==> src/psrc_defines.svh <==
`ifndef PSRC_DEFINES_SVH
`define PSRC_DEFINES_SVH

// ----------------------------------------------------------------------------
// register map
// ----------------------------------------------------------------------------
`define PSRC_ADDR_W 12
`define PSRC_OFS_RST_ONE 12'h044
`define PSRC_OFS_RST_PORT 12'h048
`define PSRC_RST_VAL 32'h00000000

// ----------------------------------------------------------------------------
// writable field masks (all other bits reserved)
// ----------------------------------------------------------------------------
`define PSRC_ONE_RW_MASK 32'h070F1137
`define PSRC_PORT_RW_MASK 32'h000000FF
`define PSRC_SERIAL_LSB 0
`define PSRC_SERIAL_W 3
`define PSRC_PORT_W 8

`endif

==> src/psrc_pkg.sv <==
package psrc_pkg;
    // all state of the reset control block
    typedef struct packed {
        logic [31:0] rst_one;
        logic [31:0] rst_port;
        logic [31:0] rdata;
    } psrc_state_s;
endpackage

==> src/psrc_top.sv <==
`timescale 1ns/1ns
`default_nettype none
`include "psrc_defines.svh"
module psrc_top (
    // clock, reset, enable
    input wire logic i_clk,
    input wire logic i_rst_n,
    input wire logic i_ce,
    // register port
    input wire logic [11:0] i_addr,
    input wire logic [31:0] i_wdata,
    input wire logic i_wr,
    input wire logic i_rd,
    output logic [31:0] o_rdata,
    // device capabilities
    input wire logic [31:0] i_capability_mask_two,
    input wire logic [31:0] i_capability_mask_four,
    // unit reset controls
    output logic [31:0] o_periph_reset,
    output logic [7:0] o_io_port_reset
);

    psrc_pkg::psrc_state_s s_q;
    psrc_pkg::psrc_state_s s_d;

    // ------------------------------------------------------------------------
    // next state
    // ------------------------------------------------------------------------
    // masks make bits of absent units keep their old value and keep reserved bits at their reset zero
    always_comb begin
        s_d = s_q;
        s_d.rdata = 32'h00000000;
        if (i_wr && i_addr == `PSRC_OFS_RST_ONE) begin
            s_d.rst_one = (s_q.rst_one & ~(i_capability_mask_two
                & `PSRC_ONE_RW_MASK)) | (i_wdata & i_capability_mask_two
                & `PSRC_ONE_RW_MASK);
        end
        if (i_wr && i_addr == `PSRC_OFS_RST_PORT) begin
            s_d.rst_port = (s_q.rst_port & ~(i_capability_mask_four
                & `PSRC_PORT_RW_MASK)) | (i_wdata & i_capability_mask_four
                & `PSRC_PORT_RW_MASK);
        end
        // unmapped reads return zero
        if (i_rd) begin
            unique case (i_addr)
                `PSRC_OFS_RST_ONE: s_d.rdata = s_q.rst_one;
                `PSRC_OFS_RST_PORT: s_d.rdata = s_q.rst_port;
                default: s_d.rdata = 32'h00000000;
            endcase
        end
    end

    // state register; enable low freezes everything
    always_ff @(posedge i_clk or negedge i_rst_n) begin
        if (!i_rst_n) begin
            s_q <= '0;
        end else if (i_ce) begin
            s_q <= s_d;
        end
    end

    // outputs straight from flops
    assign o_rdata = s_q.rdata;
    assign o_periph_reset = s_q.rst_one;
    assign o_io_port_reset = s_q.rst_port[7:0];

    // ------------------------------------------------------------------------
    // assertions
    // ------------------------------------------------------------------------
    AST_ONE_MASKED: assert property (
        @(posedge i_clk) disable iff (!i_rst_n)
        i_ce && i_wr && i_addr == `PSRC_OFS_RST_ONE |=>
        ((o_periph_reset ^ $past(o_periph_reset))
         & ~$past(i_capability_mask_two)) == 32'h00000000)
        else $error("masked bit of first reset register changed");
    AST_PORT_MASKED: assert property (
        @(posedge i_clk) disable iff (!i_rst_n)
        i_ce && i_wr && i_addr == `PSRC_OFS_RST_PORT |=>
        ((o_io_port_reset ^ $past(o_io_port_reset))
         & ~$past(i_capability_mask_four[7:0])) == 8'h00)
        else $error("masked port reset bit changed");
    AST_RESET_ZERO: assert property (
        @(posedge i_clk)
        !i_rst_n |-> o_periph_reset == 32'h00000000 && o_io_port_reset == 8'h00)
        else $error("reset controls not zero in reset");
    AST_RESERVED_ZERO: assert property (
        @(posedge i_clk) disable iff (!i_rst_n)
        (o_periph_reset & ~`PSRC_ONE_RW_MASK) == 32'h00000000)
        else $error("reserved bit set");
    AST_SERIAL_WRITE: assert property (
        @(posedge i_clk) disable iff (!i_rst_n)
        i_ce && i_wr && i_addr == `PSRC_OFS_RST_ONE
        && i_capability_mask_two[2:0] == 3'h7 |=>
        o_periph_reset[2:0] == $past(i_wdata[2:0]))
        else $error("serial port reset bits not written");
    AST_PORT_WRITE: assert property (
        @(posedge i_clk) disable iff (!i_rst_n)
        i_ce && i_wr && i_addr == `PSRC_OFS_RST_PORT
        && i_capability_mask_four[7:0] == 8'hFF |=>
        o_io_port_reset == $past(i_wdata[7:0]))
        else $error("port reset bits not written");
    AST_HOLD: assert property (
        @(posedge i_clk) disable iff (!i_rst_n)
        !(i_ce && i_wr) |=> $stable(o_periph_reset)
        && $stable(o_io_port_reset))
        else $error("reset control changed without write");
    AST_READ_ONE: assert property (
        @(posedge i_clk) disable iff (!i_rst_n)
        i_ce && i_rd && i_addr == `PSRC_OFS_RST_ONE |=>
        o_rdata == $past(o_periph_reset))
        else $error("read data mismatch");
    AST_READ_PORT: assert property (
        @(posedge i_clk) disable iff (!i_rst_n)
        i_ce && i_rd && i_addr == `PSRC_OFS_RST_PORT |=>
        o_rdata == {24'h000000, $past(o_io_port_reset)})
        else $error("port read data mismatch");
    COV_FREEZE: cover property (@(posedge i_clk)
        !i_ce && i_wr);
    COV_ONE_WR: cover property (@(posedge i_clk)
        i_ce && i_wr && i_addr == `PSRC_OFS_RST_ONE);
    COV_PORT_WR: cover property (@(posedge i_clk)
        i_ce && i_wr && i_addr == `PSRC_OFS_RST_PORT);
    COV_RELEASE: cover property (@(posedge i_clk)
        o_io_port_reset[0] ##1 !o_io_port_reset[0]);

endmodule // psrc_top
`default_nettype wire

==> config.mk <==
export PLATFORM = sky130hd
export DESIGN_NAME = psrc_top
export DESIGN_NICKNAME = d
export VERILOG_FILES = /design/src/psrc_pkg.sv /design/src/psrc_top.sv
export VERILOG_INCLUDE_DIRS = /design/src /design/src/src
export SDC_FILE = /design/constraint.sdc
export NUM_CORES = 1
export LEC_CHECK = 0
export BUFFER_PORTS_ARGS = -buffer_cell sky130_fd_sc_hd__buf_2
export CORE_ASPECT_RATIO = 2
export CORE_UTILIZATION = 36
export CTS_CLUSTER_SIZE = 25
export DETAILED_ROUTE_END_ITERATION = 8
export HOLD_SLACK_MARGIN = 0.15
export MAX_ROUTING_LAYER = met4
export PLACE_DENSITY = 0.79
export SYNTH_ARGS = -nofsm -noshare
export SYNTH_HDL_FRONTEND = slang
export SYNTH_SLANG_ARGS = --single-unit
==> constraint.sdc <==
create_clock -name i_clk -period 0.9 [get_ports i_clk]
set_input_delay 0.135 -clock i_clk [delete_from_list [all_inputs] [get_ports i_clk]]
set_output_delay 0.135 -clock i_clk [all_outputs]
set_load 0.01 [all_outputs]
; After elaboration in Yosys (flattened, before gate mapping)
; Index checks and enable logic that the tools add are counted.
[totals]
reg_bits = 96
in_bits = 113
out_inout_bits = 72
elab_cells = 19
[classes]
n_eq_ne = 2
muxes = 2
bitwise = 8
n_reduce_logical = 4
[op_table]
columns = op, n
row1 = $and 32x32->32, 2
row2 = $pmux 32 s2, 1
row3 = $mux 32, 1
row4 = $not 27->32, 1
row5 = $not 8->32, 1
row6 = $or 32x27->32, 1
row7 = $or 32x8->32, 1
row8 = $and 27x27->27, 1
row9 = $eq 12x7->1 const B, 2
row10 = $and 8x8->8, 1
row11 = $reduce_and 2->1, 2
row12 = $logic_and 1x1->1, 2

; Longest topological paths before layout
[logic_depth]
depth_word = 3
depth_mapped = 6
mapped_depth_nobuf = 4

; Least setup slack after synthesis
; No wires, ideal clock.
[synth_path]
path_kind = input -> register
start = in i_addr[1]
end = reg with a tool-made name
setup_time_ns = 0.125
arrival_ns = 1.560
required_ns = 0.775
slack_ns = -0.785
stages = 5
cell_sequence = or4_4 -> nor4_4 -> buf_4 -> nand3_1 -> mux2_2
[synth_rtl]
columns = item, line_no
row1 = from (decl), psrc_top.sv:10  ; input wire logic [11:0] i_addr,

==> results.md <==
- Hpwl dp: 3534 µm
- Drt initial violations: 25
- CP arrival: ~1.6 ns
- Std-Cell Rows: 37
- Post-DRT Antenna Nets: 0
- Status: finished with violations
- Synthesized cell area: 0.001927 mm²
- Setup_tns: -20.68 ns
- Crit Path Max Fanout: 5
- Async S/R FF share, synth: 100.0%
- Tot GR Track Use: 20.02%
- YS warnings: 0
- Core ar.: 0.005139 mm²
- Starting density of the core: between 30% and 40%
- Die X: 53.73 µm
- DR vias/cell: 4.660
- CTS clock-pin slew for the worst setup and hold paths: 0.08 ns
- Die Y: 105.5 µm
- Dpl cells: 316
- Sinks on Clock Net: 39
- Max clock buf depth: 2
- CTS tree: built
- Die ar.: 0.005666 mm²
- Synthesized instance count: 158
- Vias in the first global route: between 1500 and 2000
- Crit-path max cell delay: 0.56 ns
- Failing checks: setup timing
- IO Pins: 185
- H-Tree Depth: 2
- Max-cap violations: 0
- Power per cell area: 1076 mW/mm²
- Tmin final: about 1.4 ns
- Area fraction of the dominant cell type after synthesis: between 50% and 60%
- RSZ-0062 raised after global routing: yes
- Initial antenna violation count: 0
- Setup Skew: 0.005014 ns
- Post-synth EDFFs: 0
- Peak VDD IR: 1175 µV
- Global-route wire length before repair: 7990 µm
- Synth area leaders: dfrtp_1 51%, buf_4 14%, mux2_2 13%
- Reg2reg end: o_rdata[1]
- Avg Synthesized Cell Area: 12.20 µm²
- Period utilisation layout: 159.7%
- Post-layout nets: 422
- Slowest CP cell: or4_4
- Inserted Clock Buffers: 5
- List of most frequent post-synthesis cells: 39 x dfrtp_1, 35 x buf_4, 22 x mux2_2, 22 x nand3_1, 12 x a22o_1
- Final Non-Filler Cells: 368
- Final worst setup slack: -0.5371 ns
- Final RePlAce weighted congestion: 0.7278
- Most frequent CP cell: buf_6
- WS Path Type: input pin to register
- Clk root buf: clkbuf_8
- CP Cell Sequence: buf_6 > or4_4 > nor4_4 > buf_4 > buf_6 > nand3_2 > mux2_4
- Crit start category: input pin
- Most frequent cell after synthesis: dfrtp_1
- Min-delay worst type: input pin to register
- Total Power: around 3.3 mW
- DRC violations left: 0
- CP Capture Type: register
- Worst Reg-to-Reg Cells: 2
- Max-slew violations: 0
- # diodes: 0
- Layout area overhead: 57.66%
- Synthesized flop and latch total: 39
- Hold_sp: i_capability_mask_four[3]
- Critical Path RT: 1.07 ns
- Leading area contributor after synthesis: dfrtp_1
- Final hold violations: 0
- Reg2reg setup slack: -0.07 ns
- Placement Setup Slack: -0.9225 ns
- Ratio of cells with drive above 1 in the final layout: roughly 57%
- Ys flop type: dfrtp_1
- # port buffers: between 90 and 100
- # setup viols final: between 70 and 80
- Highest clock rate: slightly below 700 MHz
- Pin count of the biggest net entering global routing: 40
- Static leakage: between 1.5 and 2 nW
- Hold Crit Depth: 3
- Seq/Total Area, Yosys: 50.65%
- Wirelength per Cell: between 10 and 15 µm
- Via count: 1715
- Skew-Pair Late Insertion Delay: 0.28 ns
- Routed WL: 5262 µm
- Netlist cell types: 19
- Remaining global-route overflow: 0
- Drt pass-1 iters: 3
==> cell families (layout without fill, tap and decap cells) <==
family | after synthesis | count (layout) | synth area share, %
and+or+nand+nor | 38 | 38 | 12.99
AOI/OAI and AO/OA | 17 | 17 | 8.052
buffers and inverters | 41 | 161 | 15.26
muxes | 22 | 22 | 12.86
DFF | 39 | 39 | 50.65
other | 1 | 33 | 0.1946
==> stage by stage <==
step / cell area, µm² / hold WS, ns / utilization (%)
after floorplan: 2057 / -0.1606 / -
after global placement: 2442 / 0.1186 / 47.53
after detailed placement: 2442 / 0.1178 / 47.53
after CTS: 2960 / 0.1536 / 57.61
after global routing: 3038 / 0.1622 / 59.12
final: 3038 / 0.1693 / 59.12
==> worst max-delay path, delay by kind of cell <==
kind                   cells  cell delay (ns)
AND/OR/NAND/NOR            3             0.77
buffers and inverters      3             0.40
multiplexers               1             0.30
==> layout by cell type, fill, tap and decap left out, types with 2 or more instances in the layout <==
cell,instances
buf_2,86
dfrtp_1,39
conb_1,33
buf_4,31
mux2_2,21
dlygate4sd3_1,18
buf_6,13
a22o_1,12
nand3_1,12
nand3_2,10
nor2b_1,6
a221o_1,5
clkbuf_8,5
buf_12,3
nand2b_1,2
nor4_4,2
and4_4,2
==> layer usage <==
metal,vias to the layer above,track usage [%],part of all wire [%]
li1,799,-,-
met1,815,20.13,36
met2,97,36.51,57
met3,4,3.896,5.7
met4,0,5.639,0.86
met5,-,-,0
==> layout make-up <==
| cell class | count | area [µm²] |
|---|---|---|
| Tap cell | 58 | 72.57 |
| Sequential cell | 39 | 975.9 |
| Multi-Input combinational cell | 110 | 835.8 |
| Fill cell | 423 | 2101 |
| Clock buffer | 6 | 72.57 |
| Inverter | 1 | 3.754 |
| Clock inverter | 2 | 12.51 |
| Timing Repair Buffer | 152 | 1065 |
==> timing repair <==
action                     4_1_cts  5_1_grt
gates cloned                     1        0
setup buffers                   21        4
pin swaps                        4        4
hold endpoints to repair        61        0
hold buffers                    18        0
resized for setup               20        9
setup endpoints to repair       78       78
==> where the power goes <==
| part | switching (mW) | total, mW | internal, mW |
|---|---|---|---|
| clock network | 0.601 | 1.14 | 0.542 |
| registers | 0.000797 | 1.75 | 1.75 |
| logic | 0.193 | 0.373 | 0.180 |
==> worst max-delay path by stage <==
stage	from	endpoint	slack [ns]
after CTS	i_addr[8]	register	-0.51
after global placement	i_addr[1]	register	-0.87
final	i_addr[8]	register	-0.54
after global routing	i_addr[8]	register	-0.56
after detailed placement	i_addr[1]	register	-0.92
after floorplan	i_addr[1]	register	-0.78
Note: power is estimated with default switching activity, not from simulation.
